File: src/logic/nvmcd_pkg.sv
// Package for the nvm clock divider and option block.
// Assumes an APB slave with 32-bit data, one register per aligned word.
package nvmcd_pkg;
  // Register byte addresses
  localparam logic [11:0] ADDR_DIVIDER = 12'h000;
  localparam logic [11:0] ADDR_OPTION = 12'h004;
  localparam logic [11:0] ADDR_KEY = 12'h008;
  localparam logic [11:0] ADDR_KEYCTL = 12'h00c;
  localparam logic [11:0] ADDR_STATUS = 12'h010;
  // Divider register fields
  localparam int DIV_LOADED_BIT = 7;
  localparam int DIV_PRESCALE_BIT = 6;
  localparam int DIV_MSB = 5;
  // Option register fields
  localparam int OPT_BACKDOOR_KEY_ENABLE_BIT = 7;
  localparam int OPT_NORED_BIT = 6;
  localparam int OPT_SECMODE_BIT = 5;
  // Security code that leaves the device open
  localparam logic [1:0] SEC_UNSECURED = 2'h2;
  // Prescale stage divides by eight
  localparam logic [2:0] PRESCALE_LAST = 3'h7;
  // Index of the last key byte; the key is eight bytes
  localparam logic [2:0] KEY_LAST = 3'h7;
  localparam logic [7:0] RESET_BYTE = 8'h00;
  // Memory clock bounds, in kHz, for software guidance
  localparam int NVM_CLK_MIN_KHZ = 150;
  localparam int NVM_CLK_MAX_KHZ = 200;
  // Option bits decoded for the rest of the device
  typedef struct packed {
    logic key_enable;
    logic redirection_disable;
    logic eeprom_sector_mode;
    logic secure;
  } nvmcd_opt_t;
  // Key-entry state machine, Gray along the usual path
  typedef enum logic [1:0] {
    KS_IDLE = 2'b00,
    KS_ENTER = 2'b01,
    KS_CHECK = 2'b10,
    KS_FAIL = 2'b11
  } nvmcd_key_state_t;
endpackage

File: src/logic/nvmcd_top.sv
// Clock divider and option register block for the nvm controller.
// Assumes APB master on sys_clk; option byte and key come from nvm array.
//
// What this block does
// - Loaded flag bit 7 is read-only, reset clears, first divider write sets
// - Divider low seven bits always readable, written only once after reset
// - Program and erase blocked until loaded flag is one
// - Prescale bit 6 set feeds divider with bus clock divided by eight
// - Divider divides its input by six-bit field plus one
// - Each timing pulse is one memory clock period; whole pulses only
// - Option copy loaded from stored byte during every reset
// - Key enable zero forbids backdoor unlock; matching key unlocks till reset
// - Key writes from debug or unsecure code never unlock
// - Option bit 6 set disables vector redirection
// - Option bit 5 picks split-page or single-page EEPROM sectors
// - Only security code one-zero leaves device unsecured
// - Secure device refuses memory access from unsecured sources
// - Key success or full blank check sets security code to one-zero
// - Blocked secure write ignored, blocked read returns zeros
// - Key access set makes key writes comparisons, else command start
//
// Chosen here: the APB register port and the placing of the registers.
`timescale 1ns/1ps
module nvmcd_top (
  input wire logic sys_clk,
  input wire logic rst_b,
  input wire logic psel,
  input wire logic penable,
  input wire logic pwrite,
  input wire logic [11:0] paddr,
  input wire logic [31:0] pwdata,
  output logic [31:0] prdata,
  output logic pready,
  output logic pslverr,
  input wire logic [7:0] stored_option_byte,
  input wire logic [63:0] stored_backdoor_key,
  input wire logic access_from_secure,
  input wire logic blank_check_ok,
  input wire logic mem_req,
  input wire logic mem_from_secure,
  input wire logic [7:0] mem_rdata_raw,
  output logic mem_grant,
  output logic [7:0] mem_rdata,
  output logic nvm_clk_en,
  output logic pgm_erase_enable,
  output logic cmd_start,
  output nvmcd_pkg::nvmcd_opt_t opt_out
);
  logic [7:0] div_reg;
  logic [7:0] opt_reg;
  logic key_access_reg;
  logic [2:0] key_idx_reg;
  logic key_match_reg;
  nvmcd_pkg::nvmcd_key_state_t key_state_reg;
  logic [2:0] pre_cnt_reg;
  logic [5:0] div_cnt_reg;
  logic rst_seen_reg;
  logic wr_acc;
  logic rd_acc;
  logic pre_tick;
  logic is_secure;

  // Decode of the security code, used in several places
  function automatic logic secure_of(input logic [1:0] code);
    secure_of = (code != nvmcd_pkg::SEC_UNSECURED);
  endfunction

  // Zero-wait APB: every access finishes in its first access cycle
  assign wr_acc = psel && penable && pwrite;
  assign rd_acc = psel && penable && !pwrite;
  assign is_secure = secure_of(opt_reg[1:0]);

  // Divider register: one write locks value and sets flag
  always_ff @(posedge sys_clk)
  begin
    if (!rst_b)
      div_reg <= nvmcd_pkg::RESET_BYTE;
    else if (wr_acc && paddr == nvmcd_pkg::ADDR_DIVIDER
             && !div_reg[nvmcd_pkg::DIV_LOADED_BIT])
      div_reg <= {1'b1, pwdata[nvmcd_pkg::DIV_PRESCALE_BIT:0]};
  end

  // Prescale by eight gives one tick per eight bus clocks when enabled
  always_ff @(posedge sys_clk)
  begin
    if (!rst_b)
      pre_cnt_reg <= 3'h0;
    else if (div_reg[nvmcd_pkg::DIV_PRESCALE_BIT])
      pre_cnt_reg <= pre_cnt_reg + 3'h1;
    else
      pre_cnt_reg <= 3'h0;
  end
  assign pre_tick = !div_reg[nvmcd_pkg::DIV_PRESCALE_BIT] ||
                    (pre_cnt_reg == nvmcd_pkg::PRESCALE_LAST);

  // Reload counter of divisor plus one; zero passes ticks straight through
  always_ff @(posedge sys_clk)
  begin
    if (!rst_b)
    begin
      div_cnt_reg <= 6'h00;
      nvm_clk_en <= 1'b0;
    end
    else
    begin
      nvm_clk_en <= 1'b0;
      if (pre_tick && div_reg[nvmcd_pkg::DIV_LOADED_BIT])
      begin
        if (div_cnt_reg >= div_reg[nvmcd_pkg::DIV_MSB:0])
        begin
          div_cnt_reg <= 6'h00;
          nvm_clk_en <= 1'b1;
        end
        else
          div_cnt_reg <= div_cnt_reg + 6'h01;
      end
    end
  end

  // Program and erase gate follows the loaded flag
  always_ff @(posedge sys_clk)
  begin
    if (!rst_b)
      pgm_erase_enable <= 1'b0;
    else
      pgm_erase_enable <= div_reg[nvmcd_pkg::DIV_LOADED_BIT];
  end

  // Option copy is reloaded from the stored byte while reset is held,
  // then the security code may only be opened by key or blank check.
  always_ff @(posedge sys_clk)
  begin
    if (!rst_b)
      opt_reg <= stored_option_byte;
    else if (key_state_reg == nvmcd_pkg::KS_CHECK && key_match_reg
             && opt_reg[nvmcd_pkg::OPT_BACKDOOR_KEY_ENABLE_BIT])
      opt_reg[1:0] <= nvmcd_pkg::SEC_UNSECURED;
    else if (blank_check_ok)
      opt_reg[1:0] <= nvmcd_pkg::SEC_UNSECURED;
  end

  // Key access control bit
  always_ff @(posedge sys_clk)
  begin
    if (!rst_b)
      key_access_reg <= 1'b0;
    else if (wr_acc && paddr == nvmcd_pkg::ADDR_KEYCTL)
      key_access_reg <= pwdata[0];
  end

  // Key entry: bytes in order while access bit set, compare on its clear
  always_ff @(posedge sys_clk)
  begin
    if (!rst_b)
    begin
      key_state_reg <= nvmcd_pkg::KS_IDLE;
      key_idx_reg <= 3'h0;
      key_match_reg <= 1'b0;
    end
    else
    begin
      case (key_state_reg)
        nvmcd_pkg::KS_IDLE:
          if (key_access_reg)
          begin
            key_state_reg <= nvmcd_pkg::KS_ENTER;
            key_idx_reg <= 3'h0;
            key_match_reg <= 1'b1;
          end
        nvmcd_pkg::KS_ENTER:
          if (!key_access_reg)
          begin
            // Access dropped before all eight bytes: short key never matches
            key_state_reg <= nvmcd_pkg::KS_CHECK;
            key_match_reg <= 1'b0;
          end
          else if (wr_acc && paddr == nvmcd_pkg::ADDR_KEY)
          begin
            // Debug-side writes spoil the match so they never unlock
            if (!access_from_secure ||
                pwdata[7:0] != stored_backdoor_key[key_idx_reg*8 +: 8])
              key_match_reg <= 1'b0;
            if (key_idx_reg == nvmcd_pkg::KEY_LAST)
              key_state_reg <= nvmcd_pkg::KS_FAIL;
            else
              key_idx_reg <= key_idx_reg + 3'h1;
          end
        nvmcd_pkg::KS_FAIL:
          // All eight bytes taken; wait for the access bit to drop
          if (!key_access_reg)
            key_state_reg <= nvmcd_pkg::KS_CHECK;
        nvmcd_pkg::KS_CHECK:
        begin
          // Option logic takes the match flag in this cycle
          key_state_reg <= nvmcd_pkg::KS_IDLE;
        end
        default:
          key_state_reg <= nvmcd_pkg::KS_IDLE;
      endcase
    end
  end

  // Key-location writes with access bit clear start a command instead
  always_ff @(posedge sys_clk)
  begin
    if (!rst_b)
      cmd_start <= 1'b0;
    else
      cmd_start <= wr_acc && paddr == nvmcd_pkg::ADDR_KEY
                   && !key_access_reg
                   && div_reg[nvmcd_pkg::DIV_LOADED_BIT];
  end

  // Memory access gate: secure device blocks unsecured sources
  always_ff @(posedge sys_clk)
  begin
    if (!rst_b)
    begin
      mem_grant <= 1'b0;
      mem_rdata <= 8'h00;
    end
    else
    begin
      mem_grant <= mem_req && (!is_secure || mem_from_secure);
      mem_rdata <= (!is_secure || mem_from_secure) ? mem_rdata_raw
                   : 8'h00;
    end
  end

  // Decoded options for the rest of the device
  always_ff @(posedge sys_clk)
  begin
    if (!rst_b)
      opt_out <= '0;
    else
    begin
      opt_out.key_enable <= opt_reg[nvmcd_pkg::OPT_BACKDOOR_KEY_ENABLE_BIT];
      opt_out.redirection_disable <=
        opt_reg[nvmcd_pkg::OPT_NORED_BIT];
      opt_out.eeprom_sector_mode <=
        opt_reg[nvmcd_pkg::OPT_SECMODE_BIT];
      opt_out.secure <= is_secure;
    end
  end

  // APB read data and handshake; unmapped reads zero with error
  always_ff @(posedge sys_clk)
  begin
    if (!rst_b)
    begin
      prdata <= 32'h0000_0000;
      pready <= 1'b0;
      pslverr <= 1'b0;
      rst_seen_reg <= 1'b0;
    end
    else
    begin
      rst_seen_reg <= 1'b1;
      pready <= psel && !penable;
      pslverr <= 1'b0;
      prdata <= 32'h0000_0000;
      if (psel && !penable)
      begin
        case (paddr)
          nvmcd_pkg::ADDR_DIVIDER: prdata <= {24'h000000, div_reg};
          nvmcd_pkg::ADDR_OPTION: prdata <= {24'h000000, opt_reg};
          nvmcd_pkg::ADDR_KEYCTL: prdata <= {31'h0, key_access_reg};
          nvmcd_pkg::ADDR_STATUS:
            prdata <= {29'h0, pgm_erase_enable, is_secure, rst_seen_reg};
          nvmcd_pkg::ADDR_KEY: prdata <= 32'h0000_0000;
          default: pslverr <= 1'b1;
        endcase
      end
    end
  end
endmodule

File: config.mk
export PLATFORM = sky130hd
export DESIGN_NAME = nvmcd_top
export DESIGN_NICKNAME = d
export VERILOG_FILES = /design/src/logic/nvmcd_pkg.sv /design/src/logic/nvmcd_top.sv
export SDC_FILE = /design/constraint.sdc
export NUM_CORES = 1
export LEC_CHECK = 0
export BUFFER_PORTS_ARGS = -buffer_cell sky130_fd_sc_hd__buf_2
export CAP_MARGIN = 10
export CORE_UTILIZATION = 40
export CTS_BUF_LIST = sky130_fd_sc_hd__clkbuf_8
export CTS_CLUSTER_SIZE = 16
export DETAILED_ROUTE_END_ITERATION = 6
export HOLD_SLACK_MARGIN = 0.15
export MAX_ROUTING_LAYER = met4
export PLACE_DENSITY = 0.78
export SKIP_CTS_REPAIR_TIMING = 1
export SLEW_MARGIN = 15
export SYNTH_ARGS = -nofsm -noshare
export SYNTH_HDL_FRONTEND = slang
export SYNTH_SLANG_ARGS = --single-unit
File: constraint.sdc
create_clock -name sys_clk -period 2.35 [get_ports sys_clk]
set_clock_uncertainty 0.1 [all_clocks]
set_input_delay 0.1175 -clock sys_clk [delete_from_list [all_inputs] [get_ports sys_clk]]
set_output_delay 0.1175 -clock sys_clk [all_outputs]
set_load 0.01 [all_outputs]
==> impl_metrics.ini <==
[outcome]
status = finished, final reports clean

[drt]
vias = 2871
via_per_inst = 4.850
drc = 0
firstDrtPassIters = 4
wl_per_cell_um = 13.42
drt_iter0_markers = 100
wl_um = 7943
postRouteAntennaNets = 0

[logic_synthesis]
syn_inst = 316
ys_warn_count = 0
yosysSeqAreaShare_pct = 40.53
syn_avg_cell_area_um2 = 9.847
ys_ff_latch = 59
ys.flop_type = dfxtp_1
async_flop_share_pct = 0
syn-cell-area_um2 = 3112
synth_edf_count = 8
yosysUniqueCellTypes = 45

[placed_design]
portBuffers = 134
placed_cell_area_um2 = 3851
gp_congestion = 0.8371
dp_hpwl_um = 5914
post-place-cells = 545

[pwr]
clkPwrFrac_pct = 40.5
power.sequential.fraction_pct = 47.6
ir_worst_vdd_uv = 290.8
p_leak_nw = 1.899
p_comb_share_pct = 11.9
powerDensity_nw_per_um2 = 509.3
p_sw_mw = 0.5185
swShare_pct = 23.29
p_int_mw = 1.708

[global_route]
grt_first_pass_wirelength_um = 12080
grt_overflow = 0
antenna_found_initial = 0
grt_max_degree = 27
grt_pass1_vias = 2567
grt_usage_pct = 19.42

[clock_network]
cts-root-buf = clkbuf_8
clock_latency_ns = 0.34
clkTransAtPathRegs_ns = 0.06
clockBufferDepth = 2
cts_buffers = 9
htreeDepth = 3
cts_num_sinks = 59
cts_tree = done

[sta]
final_hold_viol_count = 0
finalCritPeriodShare_pct = 94.56
max_freq_ghz = 0.4500
slew_violations = 0
grt_setup_unrepaired = false
finalCriticalPeriod_ns = 2.222
setup_violations = 0

[floorplanning]
die_height_um = 90.20
initial_core_util_pct = 42.22
fp.dieW_um = 90.20
ios = 183
core_um2 = 7370
rows = 31
fp.dieArea_um2 = 8136

[setup_path]
cp-start-kind = flip-flop
crit_type = reg -> reg
cp_max_fo = 6
worstPathArrival_ns = 2.36
end_kind = flip-flop
worstPathRequired_ns = 2.49

[finish]
finalNetCount = 632
design_area_um2 = 4372
fill_cells = 634
area_growth_syn_to_layout_pct = 40.49
multi_input_area_um2 = 1654
final_cell_count_no_fill = 592
seqCellArea_um2 = 1264
drive_gt1_share_pct = 36.71
diodes = 0

[min_path]
hp-class = in -> reg

[flow_run]
drv_cap = 0
-- final timing paths --
path                        from             end  slack (ns)  cells after the start
setup / recovery  div_cnt_reg[0]  div_cnt_reg[5]        0.13                      9
hold / removal         paddr[11]       cmd_start        0.13                      5
setup reg to reg  div_cnt_reg[0]  div_cnt_reg[5]        0.13                      9
hold reg to reg   pre_cnt_reg[0]  pre_cnt_reg[0]        0.33                      1
-- logic make-up after synthesis --
family / count (synthesis) / synth area share (%)
AO/OA/AOI/OAI: 48 / 10.74
XOR/XNOR: 9 / 2.533
adder cells (fa/ha/maj): 11 / 4.423
buffers and inverters: 52 / 9.570
flip-flops: 59 / 40.53
multiplexers: 37 / 15.12
other: 1 / 0.1205
AND/OR/NAND/NOR: 99 / 16.97
-- power by group through the flow --
stage / combinational [mW] / sequential, mW / clock, mW
2_1_floorplan: 0.116 / 1.09 / 0
3_3_place_gp: 0.217 / 1.08 / 0
3_5_place_dp: 0.223 / 1.08 / 0
4_1_cts: 0.225 / 1.06 / 0.920
5_1_grt: 0.292 / 1.06 / 0.974
6_report: 0.266 / 1.06 / 0.901
-- cell type report --
cell class	instances	area share, %
timing repair buffer	175	24.73
inverter	15	1.288
clock buffer	10	3.148
tap	99	2.833
sequential	59	28.91
clock inverter	6	1.259
multi-input combinational	228	37.84
-- cells in the final DEF (no fill, tap or decap), types with 3 or more instances in the layout --
master / Yosys / routed
buf_2: 4 / 134
dfxtp_1: 51 / 49
dlygate4sd3_1: 0 / 31
nor2_1: 30 / 30
mux2i_1: 29 / 29
conb_1: 1 / 24
inv_1: 15 / 16
and2_1: 14 / 14
a21oi_1: 12 / 12
ha_1: 11 / 11
nand2_1: 10 / 10
clkbuf_8: 0 / 10
mux4_2: 8 / 8
edfxtp_1: 8 / 8
buf_4: 26 / 8
nor3_1: 8 / 7
a22oi_1: 7 / 7
xnor2_1: 6 / 6
or3_1: 5 / 5
a211oi_1: 5 / 5
a22o_1: 5 / 5
nor2b_1: 4 / 4
nand2b_1: 4 / 4
and3_1: 4 / 4
a21o_1: 4 / 4
nand4_1: 4 / 4
nand3_1: 4 / 4
or2_2: 3 / 3
xor2_1: 3 / 3
o21ai_0: 4 / 3
clkinv_2: 0 / 3
-- metal layers --
metal  share of wire (%)  routed length [um]  global-route usage [%]
met3                 7.4                 587                   5.838
met4                0.79                  63                   5.376
met1                  42                3353                   22.40
met5                   0                   0                       -
met2                  50                3938                   32.70
-- critical path: stages (launching register included) --
cell and delay [ns]:
dfxtp_1 0.39, inv_1 0.06, ha_1 0.26, nand2b_1 0.14, a21o_1 0.17, a21o_1 0.18
a21o_1 0.17, a21oi_1 0.23, o21ai_2 0.15, a221oi_1 0.29
-- cell usage after synthesis, types with 3 or more instances --
cell	n	area share [%]
dfxtp_1	51	33
nor2_1	30	3.6
mux2i_1	29	9.3
buf_4	26	6.3
inv_1	15	1.8
and2_1	14	2.8
a21oi_1	12	1.9
ha_1	11	4.4
nand2_1	10	1.2
edfxtp_1	8	7.7
mux4_2	8	5.8
nor3_1	8	1.3
a22oi_1	7	1.7
clkbuf_1	7	0.84
xnor2_1	6	1.7
a211oi_1	5	1.2
a22o_1	5	1.4
or3_1	5	1.0
a21o_1	4	0.97
and3_1	4	0.80
buf_2	4	0.64
nand2b_1	4	0.80
nand3_1	4	0.64
nand4_1	4	0.80
nor2b_1	4	0.80
o21ai_0	4	0.64
or2_2	3	0.60
xor2_1	3	0.84
-- stage by stage --
stage	TNS, ns	power (mW)	setup slack, ns	hold WS, ns	util [%]
3_3_place_gp	0	1.298	0.03810	0.1974	52.26
3_5_place_dp	-0.03946	1.305	-0.03946	0.1991	52.26
2_1_floorplan	0	1.205	0.2011	0.04522	-
5_1_grt	0	2.328	0.01486	0.1560	59.32
4_1_cts	-0.05239	2.204	-0.05239	-0.1549	54.87
6_report	0	2.227	0.1279	0.1325	59.32
No activity file was read; power rests on OpenSTA's default activity.
